===== src/core/pdip_pkg.sv =====
// Purpose: shared constants and types for the parallel DMA input port
// Assumes: 32-bit register port, one aligned word per register
// Notes: offsets are byte addresses
package pdip_pkg;

  localparam int unsigned PDIP_WORD_W = 16;
  localparam int unsigned PDIP_ADDR_W = 8;

  // register byte offsets
  localparam logic [7:0] PDIP_OFS_CTRL = 8'h00;
  localparam logic [7:0] PDIP_OFS_PULSE = 8'h04;
  localparam logic [7:0] PDIP_OFS_STATUS = 8'h08;
  localparam logic [7:0] PDIP_OFS_FLAGS = 8'h0C;
  localparam logic [7:0] PDIP_OFS_DATA = 8'h10;
  localparam logic [7:0] PDIP_OFS_DELAY = 8'h14;

  // control register fields
  localparam int unsigned PDIP_CTL_INPUT_DIRECTION_BIT = 0;
  localparam int unsigned PDIP_CTL_FALL = 1;
  localparam int unsigned PDIP_CTL_HOLDB = 2;
  localparam int unsigned PDIP_CTL_ACKLOW = 3;
  localparam int unsigned PDIP_CTL_ATTM = 4;

  // pulse register fields
  localparam int unsigned PDIP_PLS_START = 0;
  localparam int unsigned PDIP_PLS_SETIDLE = 1;
  localparam int unsigned PDIP_PLS_MASTER_CLEAR_PULSE = 2;

  // status register fields
  localparam int unsigned PDIP_ST_IDLE = 0;
  localparam int unsigned PDIP_ST_ACK = 1;
  localparam int unsigned PDIP_ST_ATTN = 2;

  // flags register fields
  localparam int unsigned PDIP_FL_PARITY_ERROR_FLAG = 0;
  localparam int unsigned PDIP_FL_HALT = 1;
  localparam int unsigned PDIP_FL_SENSE = 2;
  localparam int unsigned PDIP_FL_LOWADR = 5;

  localparam logic [7:0] PDIP_DELAY_RST = 8'h04;
  localparam logic [4:0] PDIP_CTRL_RST = 5'h00;

  typedef struct packed {
    logic [PDIP_ADDR_W-1:0] addr;
    logic [31:0] wdata;
    logic wr;
    logic rd;
  } pdip_req_t;

  typedef struct packed {
    logic [PDIP_WORD_W-1:0] word;
    logic parity;
  } pdip_in_word_t;

  typedef struct packed {
    logic [PDIP_WORD_W-1:0] word;
    logic valid;
  } pdip_push_t;

endpackage : pdip_pkg


===== src/core/pdip_port.sv =====
// Purpose: device-side input handshake of a 16-bit parallel DMA port
// Assumes: core_clk 100 MHz, rst_n async active low, external inputs asynchronous
// Notes: fifo drain state comes from the DMA side as fifo_empty
//
// Strobed register access and the register addresses were left to the implementer.
`timescale 1ns/1ns
`default_nettype none
module pdip_port
  import pdip_pkg::*;
#(
  parameter int unsigned DELAY_W = 8
)(
  input wire logic core_clk,
  input wire logic rst_n,
  input wire pdip_pkg::pdip_req_t bus_req,
  output logic [31:0] bus_rdata,
  input wire pdip_pkg::pdip_in_word_t input_word_lines,
  input wire logic transfer_request_first,
  input wire logic transfer_request_second,
  input wire logic attention_input,
  input wire logic [2:0] user_sense_inputs,
  input wire logic low_address_input,
  input wire logic byte_select_input,
  input wire logic direction_input,
  input wire logic count_step_enable_input,
  input wire logic pointer_step_enable_input,
  input wire logic bus_hold_request_input,
  input wire logic range_underflow,
  input wire logic fifo_empty,
  output pdip_pkg::pdip_push_t fifo_push,
  output logic ack_output,
  output logic idle_output,
  output logic irq
);
  import pdip_pkg::*;

  // the counter and the register field cannot serve other widths
  if (DELAY_W < 1 || DELAY_W > 8)
  begin : g_bad_delay_w
    $error("pdip_port: DELAY_W must be 1..8");
  end

  typedef enum logic [2:0] {
    PDIP_S_IDLE = 3'b001,
    PDIP_S_WAIT = 3'b010,
    PDIP_S_DROP = 3'b100
  } pdip_state_t;

  typedef struct packed {
    logic [2:0] sa;
    logic [2:0] sb;
    logic [2:0] sat;
    logic [2:0] sl;
    logic [2:0] su0;
    logic [2:0] su1;
    logic [2:0] su2;
    logic a_q;
    logic b_q;
    logic att_q;
    logic low_q;
    logic [2:0] sense_q;
    pdip_state_t st;
    logic [DELAY_W-1:0] cnt;
    logic [4:0] ctrl;
    logic [DELAY_W-1:0] delay;
    logic idle;
    logic halt;
    logic parity_error_flag;
    logic [15:0] data;
    pdip_push_t push;
    logic ack_pin;
    logic irq;
    logic [31:0] rdata;
  } pdip_regs_t;

  pdip_regs_t r_q;
  pdip_regs_t r_d;

  // three-stage sync; value counts once stages two and three agree
  function automatic logic [2:0] sync3(input logic [2:0] s, input logic pin);
    sync3 = {s[1:0], pin};
  endfunction : sync3

  function automatic logic filt(input logic [2:0] s, input logic prev);
    filt = (s[1] == s[2]) ? s[1] : prev;
  endfunction : filt

  ////////////////////////////////////////////////////////////////////////
  logic a_n, b_n, att_n, low_n, a_rise, b_rise, req, start_p, setidle_p, master_clear_pulse_p, ack_on;
  logic fall, a_lvl, b_lvl;
  logic [2:0] sense_n;

  always_comb
  begin
    r_d = r_q;
    // first stage feeds only the second
    r_d.sa = sync3(r_q.sa, transfer_request_first);
    r_d.sb = sync3(r_q.sb, transfer_request_second);
    r_d.sat = sync3(r_q.sat, attention_input);
    r_d.sl = sync3(r_q.sl, low_address_input);
    r_d.su0 = sync3(r_q.su0, user_sense_inputs[0]);
    r_d.su1 = sync3(r_q.su1, user_sense_inputs[1]);
    r_d.su2 = sync3(r_q.su2, user_sense_inputs[2]);
    fall = r_q.ctrl[PDIP_CTL_FALL];
    a_n = filt(r_q.sa, r_q.a_q);
    b_n = filt(r_q.sb, r_q.b_q);
    att_n = filt(r_q.sat, r_q.att_q);
    low_n = filt(r_q.sl, r_q.low_q);
    sense_n = {filt(r_q.su2, r_q.sense_q[2]), filt(r_q.su1, r_q.sense_q[1]), filt(r_q.su0, r_q.sense_q[0])};
    r_d.a_q = a_n;
    r_d.b_q = b_n;
    r_d.att_q = att_n;
    r_d.low_q = low_n;
    r_d.sense_q = sense_n;
    // edges judged on raw levels, so a polarity write cannot fake an edge
    a_rise = fall ? (r_q.a_q & ~a_n) : (a_n & ~r_q.a_q);
    b_rise = fall ? (r_q.b_q & ~b_n) : (b_n & ~r_q.b_q);
    a_lvl = a_n ^ fall;
    b_lvl = b_n ^ fall;
    if (r_q.ctrl[PDIP_CTL_HOLDB])
    begin
      b_rise = 1'b0;
      b_lvl = 1'b0;
    end
    // lone edge with other low, or both edges together
    req = (a_rise & ~b_lvl) | (b_rise & ~a_lvl) | (a_rise & b_rise);

    start_p = bus_req.wr && bus_req.addr == PDIP_OFS_PULSE && bus_req.wdata[PDIP_PLS_START];
    setidle_p = bus_req.wr && bus_req.addr == PDIP_OFS_PULSE && bus_req.wdata[PDIP_PLS_SETIDLE];
    master_clear_pulse_p = bus_req.wr && bus_req.addr == PDIP_OFS_PULSE && bus_req.wdata[PDIP_PLS_MASTER_CLEAR_PULSE];

    if (bus_req.wr && bus_req.addr == PDIP_OFS_CTRL)
      r_d.ctrl = bus_req.wdata[4:0];
    if (bus_req.wr && bus_req.addr == PDIP_OFS_DELAY)
      r_d.delay = bus_req.wdata[DELAY_W-1:0];

    // start needs attention low at the pulse itself; no later retry
    if (start_p && !att_n)
      r_d.idle = 1'b0;
    if (setidle_p || master_clear_pulse_p || range_underflow)
      r_d.idle = 1'b1;
    if (att_n)
    begin
      r_d.idle = 1'b1;
      r_d.halt = 1'b1;
    end

    r_d.push.valid = 1'b0;
    case (r_q.st)
      PDIP_S_IDLE:
      begin
        // inputs byte_select, direction, step enables and bus hold never gate this
        if (req && !r_q.idle)
        begin
          r_d.st = PDIP_S_WAIT;
          r_d.cnt = r_q.delay;
        end
      end
      PDIP_S_WAIT:
      begin
        if (r_q.cnt == '0)
        begin
          r_d.data = input_word_lines.word;
          if (~^{input_word_lines.word, input_word_lines.parity})
            r_d.parity_error_flag = 1'b1;
          r_d.push.word = input_word_lines.word;
          r_d.push.valid = r_q.ctrl[PDIP_CTL_INPUT_DIRECTION_BIT];
          r_d.st = PDIP_S_DROP;
        end
        else
          r_d.cnt = r_q.cnt - 1'b1;
      end
      PDIP_S_DROP:
        r_d.st = PDIP_S_IDLE;
      default:
        r_d.st = PDIP_S_IDLE;
    endcase
    if (master_clear_pulse_p)
      r_d.st = PDIP_S_IDLE;

    ack_on = (r_d.st == PDIP_S_WAIT);
    r_d.ack_pin = ack_on ^ r_d.ctrl[PDIP_CTL_ACKLOW];

    // halt and parity flags clear on read; a set in the same cycle wins
    if (bus_req.rd && bus_req.addr == PDIP_OFS_FLAGS)
    begin
      if (!att_n)
        r_d.halt = 1'b0;
      if (!(r_q.st == PDIP_S_WAIT && r_q.cnt == '0 && ~^{input_word_lines.word, input_word_lines.parity}))
        r_d.parity_error_flag = 1'b0;
    end
    if (master_clear_pulse_p)
    begin
      r_d.halt = att_n;
      r_d.parity_error_flag = 1'b0;
    end

    r_d.irq = r_q.halt && r_q.ctrl[PDIP_CTL_ATTM] && (!r_q.ctrl[PDIP_CTL_INPUT_DIRECTION_BIT] || fifo_empty);

    r_d.rdata = 32'h0000_0000;
    if (bus_req.rd)
    begin
      case (bus_req.addr)
        PDIP_OFS_CTRL: r_d.rdata = {27'h0, r_q.ctrl};
        PDIP_OFS_STATUS: r_d.rdata = {29'h0, r_q.att_q, r_q.st == PDIP_S_WAIT, r_q.idle};
        PDIP_OFS_FLAGS: r_d.rdata = {26'h0, r_q.low_q, r_q.sense_q, r_q.halt, r_q.parity_error_flag};
        PDIP_OFS_DATA: r_d.rdata = {16'h0, r_q.data};
        PDIP_OFS_DELAY: r_d.rdata = {{(32-DELAY_W){1'b0}}, r_q.delay};
        default: r_d.rdata = 32'h0000_0000;
      endcase
    end
  end

  ////////////////////////////////////////////////////////////////////////
  always_ff @(posedge core_clk or negedge rst_n)
  begin
    if (!rst_n)
    begin
      r_q <= '0;
      r_q.st <= PDIP_S_IDLE;
      r_q.idle <= 1'b1;
      r_q.ctrl <= PDIP_CTRL_RST;
      r_q.delay <= PDIP_DELAY_RST[DELAY_W-1:0];
    end
    else
      r_q <= r_d;
  end

  assign bus_rdata = r_q.rdata;
  assign fifo_push = r_q.push;
  assign ack_output = r_q.ack_pin;
  assign idle_output = r_q.idle;
  assign irq = r_q.irq;

endmodule : pdip_port
`default_nettype wire


===== config.mk =====
export PLATFORM = sky130hd
export DESIGN_NAME = pdip_port
export DESIGN_NICKNAME = d
export VERILOG_FILES = /design/src/core/pdip_pkg.sv /design/src/core/pdip_port.sv
export SDC_FILE = /design/constraint.sdc
export NUM_CORES = 1
export LEC_CHECK = 0
export ABC_CLOCK_PERIOD_IN_PS = 2920
export BUFFER_PORTS_ARGS = -buffer_cell sky130_fd_sc_hd__buf_2
export CAP_MARGIN = 20
export CORE_MARGIN = 10
export CORE_UTILIZATION = 51
export CTS_BUF_LIST = sky130_fd_sc_hd__clkbuf_16
export DETAILED_ROUTE_END_ITERATION = 8
export GPL_ROUTABILITY_DRIVEN = 1
export PLACE_DENSITY = 0.91
export SKIP_CTS_REPAIR_TIMING = 1
export SLEW_MARGIN = 20
export SYNTH_ARGS = -nofsm -noshare
export SYNTH_HDL_FRONTEND = slang
export SYNTH_SLANG_ARGS = --single-unit

===== constraint.sdc =====
create_clock -name core_clk -period 2.92 [get_ports core_clk]
set_input_delay 0.292 -clock core_clk [delete_from_list [all_inputs] [get_ports core_clk]]
set_output_delay 0.292 -clock core_clk [all_outputs]
set_load 0.02 [all_outputs]

==> results of run 1 <==
## metal layers
layer  wire [um]  vias up  track usage
li1            -     1228            -
met1        3693     1309       0.1783
met2        4646       86       0.2523
met3         465        9      0.03218
met4         123        0      0.06134
met5           0        -            0
## logic make-up after synthesis
| logic type | after synthesis | share of synthesized area |
|---|---|---|
| buf+inv | 61 | 0.1042 |
| other cells | 1 | 0.0009107 |
| compound gates | 44 | 0.07506 |
| xor+xnor | 17 | 0.03616 |
| mux | 40 | 0.1088 |
| simple gates | 82 | 0.1070 |
| fa+ha+maj | 8 | 0.02005 |
| flops | 90 | 0.5479 |
## cells in the mapped netlist, types with 3 or more instances
| master | n | share of area |
|---|---|---|
| inv_1 | 3 | 0.0027 |
| nor3_1 | 6 | 0.0073 |
| a22oi_1 | 10 | 0.018 |
| nand2_1 | 22 | 0.020 |
| nor4_1 | 3 | 0.0046 |
| a21oi_1 | 12 | 0.015 |
| buf_4 | 49 | 0.089 |
| xor2_1 | 4 | 0.0085 |
| nor2_1 | 20 | 0.018 |
| o21ai_1 | 7 | 0.0085 |
| dfrtp_1 | 87 | 0.53 |
| clkbuf_1 | 5 | 0.0046 |
| mux2_2 | 38 | 0.10 |
| xnor2_1 | 13 | 0.028 |
| nand3_1 | 4 | 0.0049 |
| and2_1 | 12 | 0.018 |
| maj3_1 | 7 | 0.017 |
| dfstp_2 | 3 | 0.019 |
## worst reg2reg max path, delay by kind of cell, from the launching register on
| family | cells | cell delay [ns] |
|---|---|---|
| flops | 1 | 0.37 |
| mux | 1 | 0.38 |
| buf+inv | 2 | 0.38 |
| fa+ha+maj | 1 | 0.18 |
| simple gates | 3 | 0.94 |
## state kept, by name, indices dropped and copies added, names as in the netlist
signal / flops
fifo_push: 17
r_d: 14
irq: 1
r_q: 39
fall: 1
ack_output: 1
bus_rdata: 16
idle_output: 1
## worst paths after layout
| kind | start | to | slack, ns |
|---|---|---|---|
| max | r_q[83] | fifo_push[3] | 0.56 |
| min | rst_n | bus_rdata[15] | 0.02 |
| max reg2reg | r_q[83] | fifo_push[3] | 0.56 |
| min reg2reg | r_d[120] | r_d[121] | 0.35 |
| max in group asynchronous | rst_n | bus_rdata[1] | 2.35 |
| min in group core_clk | low_address_input | r_d[111] | 0.06 |
## power breakdown
group	switching (W)	internal [W]	total (W)
combinational	0.000121	0.0000876	0.000208
sequential	0.0000253	0.00128	0.00131
clock	0.000484	0.000669	0.00115
## metrics by stage
| stage | hold slack (ns) | worst slack (ns) |
|---|---|---|
| after floorplan | -0.003591 | 0.6558 |
| after global placement | 0.3316 | 0.6564 |
| after detailed placement | 0.3347 | 0.6169 |
| after CTS | 0.04724 | 0.5635 |
| after global routing | 0.04570 | 0.4297 |
| final | 0.01819 | 0.5631 |
## final cells by class
type	instances	area [um2]
fill	607	3188
tap	102	127.6
inverter	3	11.26
clock inverter	7	76.32
clock buffer	9	225.2
timing repair buffer	84	434.2
sequential	90	2256
multi-input combinational	207	1489
==> implementation parameters, run 1 <==
Parameter                              Value

Critical path
  Required arrival time at the worst endpoint ... 3.14 ns
  Worst R2R Path Depth ... 7
  Crit path buf inv count ... 2
  Crit path max fanout ... 16
  Max incr delay on CP ... 0.56 ns
  Type of destination of the critical path ... register
  Cell depth of the worst setup path ... 7
  CP max-delay cell ... or4_1
  Sequence of cells on the critical path ... inv_1 -> ha_1 -> nand2b_1 -> or4_1 -> nor4_4 -> buf_4 -> mux2_2
  Kind of launch point of the worst setup path ... register
  Worst EP arrival ... 2.58 ns
  Kind of cell adding the most delay to the critical path ... simple AND/OR/NAND/NOR gates
  Type of the worst setup path ... reg -> reg

Synth
  Synthesis-stage register bit count ... 90
  Netlist area before placement ... 0.004118 mm2
  Gate count of the mapped netlist ... 343
  Number of distinct standard cells referenced by the synthesized netlist ... 48
  Seq/Total Area, Yosys ... 0.5479
  Yosys warning total ... 0
  Most used DFF post-synth ... dfrtp_1
  Async set or reset register ratio after synthesis ... 1.000
  Average size of a mapped cell ... 12.00 um2
  Number of enable-type register cells in the synthesized netlist ... 0

Pwr
  Maximum resistive drop on vdd ... 0.3711 mV
  Total power divided by cell area ... 578.1 mW/mm2
  Final total power ... 0.002670 W
  Total leakage power ... 2.311 nW

Status
  Run status ... finished clean

Run
  Max-Cap Viols ... 0

Timing
  Number of endpoints failing setup at the final stage ... 0
  Setup TNS ... 0 ns
  Final-report max-slew violation count ... 0
  Final hold vios ... 0
  Share of the cycle needed by the critical path after routing ... 0.8072
  Skew final ... 0.005006 ns
  Setup repair after global routing missed its margin ... false
  Least-Margin Pin Slew ... 0.8050 ns
  Minimum period implied by the final worst setup slack ... 2.357 ns
  Highest achievable clock rate ... 424.3 MHz
  Normalized max-slew margin ... 0.4634

Detailed routing
  Detailed-route DRC error count ... 0
  Detail-routed via count per cell ... 5.243
  Total wire length after detailed routing ... 8929 um
  Count of nets left with antenna violations after detail routing ... 0
  Detailed Route Iter0 Violations ... 168
  Detailed-routing iteration count for the pre-antenna-repair pass ... 6
  Routed wire length per instance ... 17.79 um
  Routed vias ... 2632

Cells and area
  Leading cell types in the layout, fill and taps excluded ... dfrtp_1 (87), buf_2 (80), mux2_2 (38)
  Commonest non-fill, non-tap cell in the layout ... dfrtp_1
  Final nets ... 471
  Layout cells sized above 1 ... 0.3700
  Area grow syn2layout ... 12.18%
  Post-route standard cell area excluding fillers ... 0.004619 mm2
  Antenna cells ... 0
  Post-layout instance count excluding filler cells ... 502
  End-of-flow core utilization ... 0.5917

Global routing
  GRT Resource Usage Total ... 0.1485
  First-pass GRT wire length ... 13830 um
  Pin count of the biggest net entering global routing ... 91
  Global route total overflow ... 0
  Number of global-route vias before repair ... 2710
  Number of antenna violations at the first check in global routing ... 0

Floorplan
  FP Rows ... 32
  Die height ... 109.9 um
  Area of the die ... 0.01207 mm2
  Starting density of the core ... 0.5274
  IO Pins ... 127
  Core Box Area ... 0.007807 mm2
  Die boundary width ... 109.9 um

Placement
  Routability congestion estimate from global placement ... 0.8429
  Total placed instance area ... 0.004314 mm2
  HPWL reported at the end of detailed placement ... 6550 um
  Placed insts ... 486
  Number of port buffers ... 81

Hold path
  HP Class ... in -> async

Clock tree
  Clock tree buffer depth ... 2
  Number of buffers created by CTS ... 9
  Clock root buffer master ... clkbuf_16
  Clock slew at the register clock pins of the worst setup and hold paths ... 0.06 ns
  Clock tree from TritonCTS ... built
  Total clock sinks ... 90
  Clock H-tree levels ... 3
  Clock latency at the later pin of the worst-skew pair ... 0.33 ns
(Power assumes the default switching activity.)
==> inputs of run 2 (changes only) <==
--- a/config.mk
+++ b/config.mk
@@ -5,15 +5,16 @@
 export SDC_FILE = /design/constraint.sdc
 export NUM_CORES = 1
 export LEC_CHECK = 0
-export ABC_CLOCK_PERIOD_IN_PS = 2920
+export ABC_AREA = 1
+export ABC_CLOCK_PERIOD_IN_PS = 2000
 export BUFFER_PORTS_ARGS = -buffer_cell sky130_fd_sc_hd__buf_2
 export CAP_MARGIN = 20
 export CORE_MARGIN = 10
-export CORE_UTILIZATION = 51
+export CORE_UTILIZATION = 47
 export CTS_BUF_LIST = sky130_fd_sc_hd__clkbuf_16
 export DETAILED_ROUTE_END_ITERATION = 8
 export GPL_ROUTABILITY_DRIVEN = 1
-export PLACE_DENSITY = 0.91
+export PLACE_DENSITY = 0.87
 export SKIP_CTS_REPAIR_TIMING = 1
 export SLEW_MARGIN = 20
 export SYNTH_ARGS = -nofsm -noshare
==> constraint.sdc (replaced) <==
create_clock -name core_clk -period 2 [get_ports core_clk]
set_input_delay 0.2 -clock core_clk [delete_from_list [all_inputs] [get_ports core_clk]]
set_output_delay 0.2 -clock core_clk [all_outputs]
set_load 0.02 [all_outputs]
==> run 2 against run 1 <==
Net effect: synthesized cell count rose by 58%; sequential power rose by 46%; utilization fell by 3.5 points; register-to-register slack got worse by 0.39 ns; design area rose by 12%; clock skew fell by 0.0010 ns; clock power rose by 39%; fmax rose by 29%; largest power group unchanged.
==> implementation parameters, run 2 <==
Parameter                              Value

Status
  Run status ... finished clean

Floorplan
  Starting density of the core ... 0.4858
  Die boundary width ... 118.0 um
  FP Rows ... 35
  Core Box Area ... 0.009284 mm2
  Area of the die ... 0.01392 mm2
  Die height ... 118.0 um
  IO Pins ... 127

Detailed routing
  Detailed Route Iter0 Violations ... 215
  Routed vias ... 3574
  Detailed-route DRC error count ... 0
  Routed wire length per instance ... 14.10 um
  Total wire length after detailed routing ... 10490 um
  Detailed-routing iteration count for the pre-antenna-repair pass ... 5
  Count of nets left with antenna violations after detail routing ... 0
  Detail-routed via count per cell ... 4.804

Pwr
  Clock share of power ... 0.415
  Maximum resistive drop on vdd ... 0.4034 mV
  Sequential Power Share ... 0.496
  Comb pwr share ... 0.089
  Total leakage power ... 2.773 nW
  Switching power as a share of total power ... 0.2573
  Switching component of the power ... 0.0009913 W
  Total power divided by cell area ... 745.8 mW/mm2
  Final total power ... 0.003853 W
  Cell internal pwr ... 0.002861 W

Global routing
  Number of antenna violations at the first check in global routing ... 1
  Pin count of the biggest net entering global routing ... 42
  Global route total overflow ... 0
  GRT Resource Usage Total ... 0.1501
  Number of global-route vias before repair ... 3584
  First-pass GRT wire length ... 17170 um

Critical path
  CP max-delay cell ... dfrtp_1
  Type of destination of the critical path ... register
  Sequence of cells on the critical path ... inv_1 -> ha_1 -> nand3_1 -> nor2_1 -> inv_1 -> or2_4 -> nor2_8 -> buf_4 -> nor2_1 -> a21oi_2
  Critical path origin ... r_q[83]
  Crit path max fanout ... 7
  Kind of launch point of the worst setup path ... register
  Max incr delay on CP ... 0.40 ns
  FF-to-FF Start ... r_q[83]
  Register-to-Register Setup Slack ... 0.17 ns
  Worst EP arrival ... 2.10 ns
  Required arrival time at the worst endpoint ... 2.27 ns
  Type of the worst setup path ... reg -> reg

Run
  Max-Cap Viols ... 0

Synth
  Average size of a mapped cell ... 8.322 um2
  Synthesis-stage register bit count ... 90
  Netlist area before placement ... 0.004511 mm2
  Share of Yosys cell area claimed by the top area cell type ... 0.4827
  Number of enable-type register cells in the synthesized netlist ... 0
  Number of distinct standard cells referenced by the synthesized netlist ... 38
  Async set or reset register ratio after synthesis ... 1.000
  Leading cell types by total area after synthesis ... dfrtp_1 (48%), nand2_1 (14%), buf_4 (8.3%)
  Most area-hungry cell type in the Yosys netlist ... dfrtp_1
  Most frequently used cell type in the post-synthesis netlist ... nand2_1
  Gate count of the mapped netlist ... 542
  Seq/Total Area, Yosys ... 0.5001
  Yosys warning total ... 0
  Most used DFF post-synth ... dfrtp_1
  Synth top cells by count ... nand2_1 (172), dfrtp_1 (87), inv_1 (65), buf_4 (50), nor2_1 (40)

Placement
  Placed insts ... 719
  Minimum setup slack after placement ... 0.1352 ns
  HPWL reported at the end of detailed placement ... 8227 um
  Number of port buffers ... 81
  Routability congestion estimate from global placement ... 0.9009

Timing
  Post-layout worst setup margin ... 0.1718 ns
  Setup TNS ... 0 ns
  Number of endpoints failing setup at the final stage ... 0
  Final hold vios ... 0
  Highest achievable clock rate ... 547.0 MHz
  Skew final ... 0.003976 ns
  Setup repair after global routing missed its margin ... false
  Hold WS ... 0.08009 ns
  Share of the cycle needed by the critical path after routing ... 0.9141
  Minimum period implied by the final worst setup slack ... 1.828 ns
  Final-report max-slew violation count ... 0

Cells and area
  Area grow syn2layout ... 14.54%
  Flip-flop count of the largest register after layout ... 39
  Leading cell types in the layout, fill and taps excluded ... nand2_1 (172), dfrtp_1 (87), buf_2 (80)
  Commonest non-fill, non-tap cell in the layout ... nand2_1
  Final nets ... 685
  Layout cells sized above 1 ... 0.2182
  Post-layout instance count excluding filler cells ... 744
  Top reg by flops ... r_q

Hold path
  HP Class ... in -> reg
  Start point of the worst min-delay path ... bus_req[7]

Clock tree
  Clock tree buffer depth ... 2
  Clock H-tree levels ... 3
  Number of buffers created by CTS ... 9
  Total clock sinks ... 90
  Clock tree from TritonCTS ... built
  Clock root buffer master ... clkbuf_16
  Clock slew at the register clock pins of the worst setup and hold paths ... 0.06 ns
  Clock latency at the later pin of the worst-skew pair ... 0.34 ns
## run 2: cell types whose count changed in the layout (fill, tap and decap cells not counted), moves of 9 or more
cell     change
nand2_1    +150
inv_1       +62
mux2_2      -33
o21ai_0     +32
nor2_1      +20
nand3_1     +17
and2_1      -12
a22oi_1     -10
xnor2_1      -9
## run 2: final timing paths
path                                endpoint  cells after the start
worst max-delay path            fifo_push[4]                     10
worst min-delay path                 r_q[75]                      3
worst max register to register  fifo_push[4]                     10
worst min register to register      r_d[121]                      0
max in group asynchronous            r_q[72]                      3
min in group asynchronous           r_q[115]                      2
## run 2: cell families (layout without fill, tap and decap cells)
group                    count (synthesis)  after routing  synth area share
AND/OR/NAND/NOR                        252            252            0.2341
buffers and inverters                  122            179            0.1506
flip-flops                              90             90            0.5001
AO/OA/AOI/OAI                           62             62           0.08016
adder cells (fa/ha/maj)                  6              6           0.01387
multiplexers                             5              5           0.01248
XOR/XNOR                                 4              4          0.007766
other                                    1             17         0.0008314
## run 2: final cells by class
type / instances / area, um2
antenna: 1 / 2.502
clock buffer: 9 / 225.2
clock inverter: 7 / 65.06
fill: 845 / 4118
inverter: 67 / 254.0
multi-input combinational: 345 / 1637
sequential: 90 / 2256
tap: 129 / 161.4
timing repair buffer: 96 / 565.5
## run 2: layer usage
metal  up-vias  track usage  part of all wire
met5         -            0                 0
met4         0      0.05100             0.014
met3        12      0.03693             0.055
met2       133       0.2469              0.49
met1      1668       0.1877              0.44
li1       1761            -                 -
## run 2: power by group through the flow
stage               combinational, W  sequential (W)  clock, W
floorplan                   0.000206         0.00194         0
global placement            0.000309         0.00194         0
detailed placement          0.000326         0.00194         0
CTS                         0.000328         0.00191   0.00163
global route                0.000391         0.00191   0.00171
finish                      0.000342         0.00191   0.00160
## run 2: critical path: cells and delay by family, from the launching register on
| family | cells | cell delay (ns) |
|---|---|---|
| flops | 1 | 0.40 |
| buf+inv | 3 | 0.33 |
| fa+ha+maj | 1 | 0.22 |
| compound gates | 1 | 0.10 |
| simple gates | 5 | 0.71 |
## run 2: per-stage QoR
step / util / area [um2]
after CTS: 0.5468 / 5076
after detailed placement: 0.5155 / 4786
after global placement: 0.5155 / 4786
after floorplan: - / 4567
final: 0.5565 / 5166
after global routing: 0.5565 / 5166
==> inputs of run 3 (changes only) <==
--- a/config.mk
+++ b/config.mk
@@ -11,7 +11,6 @@
 export CAP_MARGIN = 20
 export CORE_MARGIN = 10
 export CORE_UTILIZATION = 47
-export CTS_BUF_LIST = sky130_fd_sc_hd__clkbuf_16
 export DETAILED_ROUTE_END_ITERATION = 8
 export GPL_ROUTABILITY_DRIVEN = 1
 export PLACE_DENSITY = 0.87
==> run 3 against run 2 <==
Net effect: sequential share of layout area rose by 0.85 points; non-clock buffer count did not move; setup slack improved by 0.014 ns; die area did not move; highest routed layer unchanged.
==> implementation parameters, run 3 (synthesis gave the netlist of run 2 again) <==
Parameter                              Value

Placement
  HPWL reported at the end of detailed placement ... 8227 um
  Routability congestion estimate from global placement ... 0.9009
  Number of port buffers ... 81

Critical path
  Kind of launch point of the worst setup path ... register
  Worst R2R Path Depth ... 10
  Crit path buf inv count ... 3
  Type of the worst setup path ... reg -> reg
  Destination of the worst register-to-register timing path ... fifo_push[4]
  Type of destination of the critical path ... register
  Sequence of cells on the critical path ... inv_1 -> ha_2 -> nand3_1 -> nor2_1 -> inv_1 -> or2_4 -> nor2_8 -> buf_4 -> nor2_1 -> a21oi_2
  Max incr delay on CP ... 0.41 ns
  Register-to-Register Setup Slack ... 0.19 ns
  Crit path max fanout ... 7
  Kind of cell adding the most delay to the critical path ... simple AND/OR/NAND/NOR gates
  Required arrival time at the worst endpoint ... 2.30 ns
  FF-to-FF Start ... r_q[83]
  CP max-delay cell ... dfrtp_1
  Worst EP arrival ... 2.11 ns

Detailed routing
  Routed vias ... 3599
  Routed wire length per instance ... 14.00 um
  Detailed Route Iter0 Violations ... 267
  Count of nets left with antenna violations after detail routing ... 0
  Detailed-routing iteration count for the pre-antenna-repair pass ... 5
  Total wire length after detailed routing ... 10420 um
  Detail-routed via count per cell ... 4.837
  Detailed-route DRC error count ... 0

Global routing
  Busiest layer in global routing ... met2
  Number of global-route vias before repair ... 3534
  GR met1 Demand/Resource ... 0.1878
  Global route total overflow ... 0
  First-pass GRT wire length ... 17050 um
  Number of antenna violations at the first check in global routing ... 1
  Met3 usage ... 0.03357
  Met2 layer usage reported by global route ... 0.2441
  GRT Resource Usage Total ... 0.1483
  Pin count of the biggest net entering global routing ... 42

Hold path
  Worst Hold End ... r_q[75]
  Start point of the worst min-delay path ... bus_req[7]
  Cell count of the worst hold path ... 3
  HP Class ... in -> reg

Cells and area
  Commonest non-fill, non-tap cell in the layout ... nand2_1
  Fillers ... 861
  Top reg by flops ... r_q
  End-of-flow core utilization ... 0.5458
  Flip-flop count of the largest register after layout ... 39
  Area grow syn2layout ... 12.34%
  Leading cell types in the layout, fill and taps excluded ... nand2_1 (172), dfrtp_1 (87), buf_2 (80)
  Layout cells sized above 1 ... 0.2199
  Final nets ... 685

Clock tree
  Clock tree buffer depth ... 2
  Clock H-tree levels ... 3
  Clock root buffer master ... clkbuf_8
  Clock tree from TritonCTS ... built
  Total clock sinks ... 90
  Clock slew at the register clock pins of the worst setup and hold paths ... 0.09 ns
  Number of buffers created by CTS ... 9
  Clock latency at the later pin of the worst-skew pair ... 0.36 ns

Floorplan
  Core Box Area ... 0.009284 mm2
  Starting density of the core ... 0.4858
  Area of the die ... 0.01392 mm2
  FP Rows ... 35
  Die boundary width ... 118.0 um
  IO Pins ... 127
  Die height ... 118.0 um

Timing
  Setup TNS ... 0 ns
  Number of endpoints failing setup at the final stage ... 0
  Skew final ... 0.008127 ns
  Share of the cycle needed by the critical path after routing ... 0.9073
  Final-report max-slew violation count ... 0
  Highest achievable clock rate ... 551.1 MHz
  Setup repair after global routing missed its margin ... false
  Final hold vios ... 0
  Minimum period implied by the final worst setup slack ... 1.815 ns

Pwr
  Total power divided by cell area ... 670.7 mW/mm2
  Total leakage power ... 2.725 nW
  Maximum resistive drop on vdd ... 0.2877 mV

Run
  Max-Cap Viols ... 0

Status
  Run status ... finished clean
==> run 3: changes by cell type in the layout (fill, tap and decap cells not counted) <==
cell | previous run | this run
clkbuf_16 | 9 | 0
clkbuf_8 | 0 | 9
ha_1 | 1 | 0
ha_2 | 0 | 1
==> run 3: layout make-up <==
type	instances	area, um2	share of cell area
tap	129	161.4	0.03185
clock buffer	9	123.9	0.02444
inverter	67	254.0	0.05012
sequential	90	2256	0.4452
multi-input combinational	345	1639	0.3235
clock inverter	7	65.06	0.01284
timing repair buffer	96	565.5	0.1116
antenna	1	2.502	0.0004938
==> run 3: worst max-delay path by stage <==
| stage | startpoint | end | slack [ns] | cells past startpoint |
|---|---|---|---|---|
| 4_1_cts | r_q[83] | r_q[89] | 0.07 | 11 |
| 5_1_grt | r_q[83] | fifo_push[1] | 0.03 | 10 |
| 3_3_place_gp | r_q[83] | r_q[90] | 0.18 | 11 |
| 2_1_floorplan | r_q[83] | r_q[89] | 0.38 | 11 |
| 6_report | r_q[83] | fifo_push[4] | 0.19 | 10 |
| 3_5_place_dp | r_q[83] | r_q[86] | 0.14 | 11 |
==> run 3: worst min-delay path, cell delays in order <==
cell,delay [ns]
buf_2,0.08
nand2_1,0.04
o21ai_0,0.06
==> run 3: metal layers <==
layer | share of wire | vias up
li1 | - | 1762
met1 | 0.43 | 1689
met2 | 0.49 | 131
met3 | 0.060 | 17
met4 | 0.012 | 0
met5 | 0 | -
==> run 3: stage by stage <==
| stage | instance area [um2] | total power (W) | hold WS (ns) | instances | setup WS (ns) |
|---|---|---|---|---|---|
| after floorplan | 4567 | 0.002142 | -0.09559 | 557 | 0.3792 |
| after global placement | 4786 | 0.002249 | 0.1489 | 719 | 0.1822 |
| after detailed placement | 4786 | 0.002269 | 0.1588 | 719 | 0.1352 |
| after CTS | 4975 | 0.003412 | -0.2379 | 735 | 0.07264 |
| after global routing | 5067 | 0.003573 | 0.04966 | 744 | 0.02730 |
| final | 5067 | 0.003399 | 0.05302 | 744 | 0.1855 |
==> run 3: power breakdown <==
| part | total, W | internal (W) | switching, W | leakage, nW |
|---|---|---|---|---|
| Combinational | 0.000341 | 0.000120 | 0.000221 | 1.56 |
| Sequential | 0.00191 | 0.00187 | 0.0000330 | 1.07 |
| Clock | 0.00115 | 0.000474 | 0.000676 | 0.0969 |
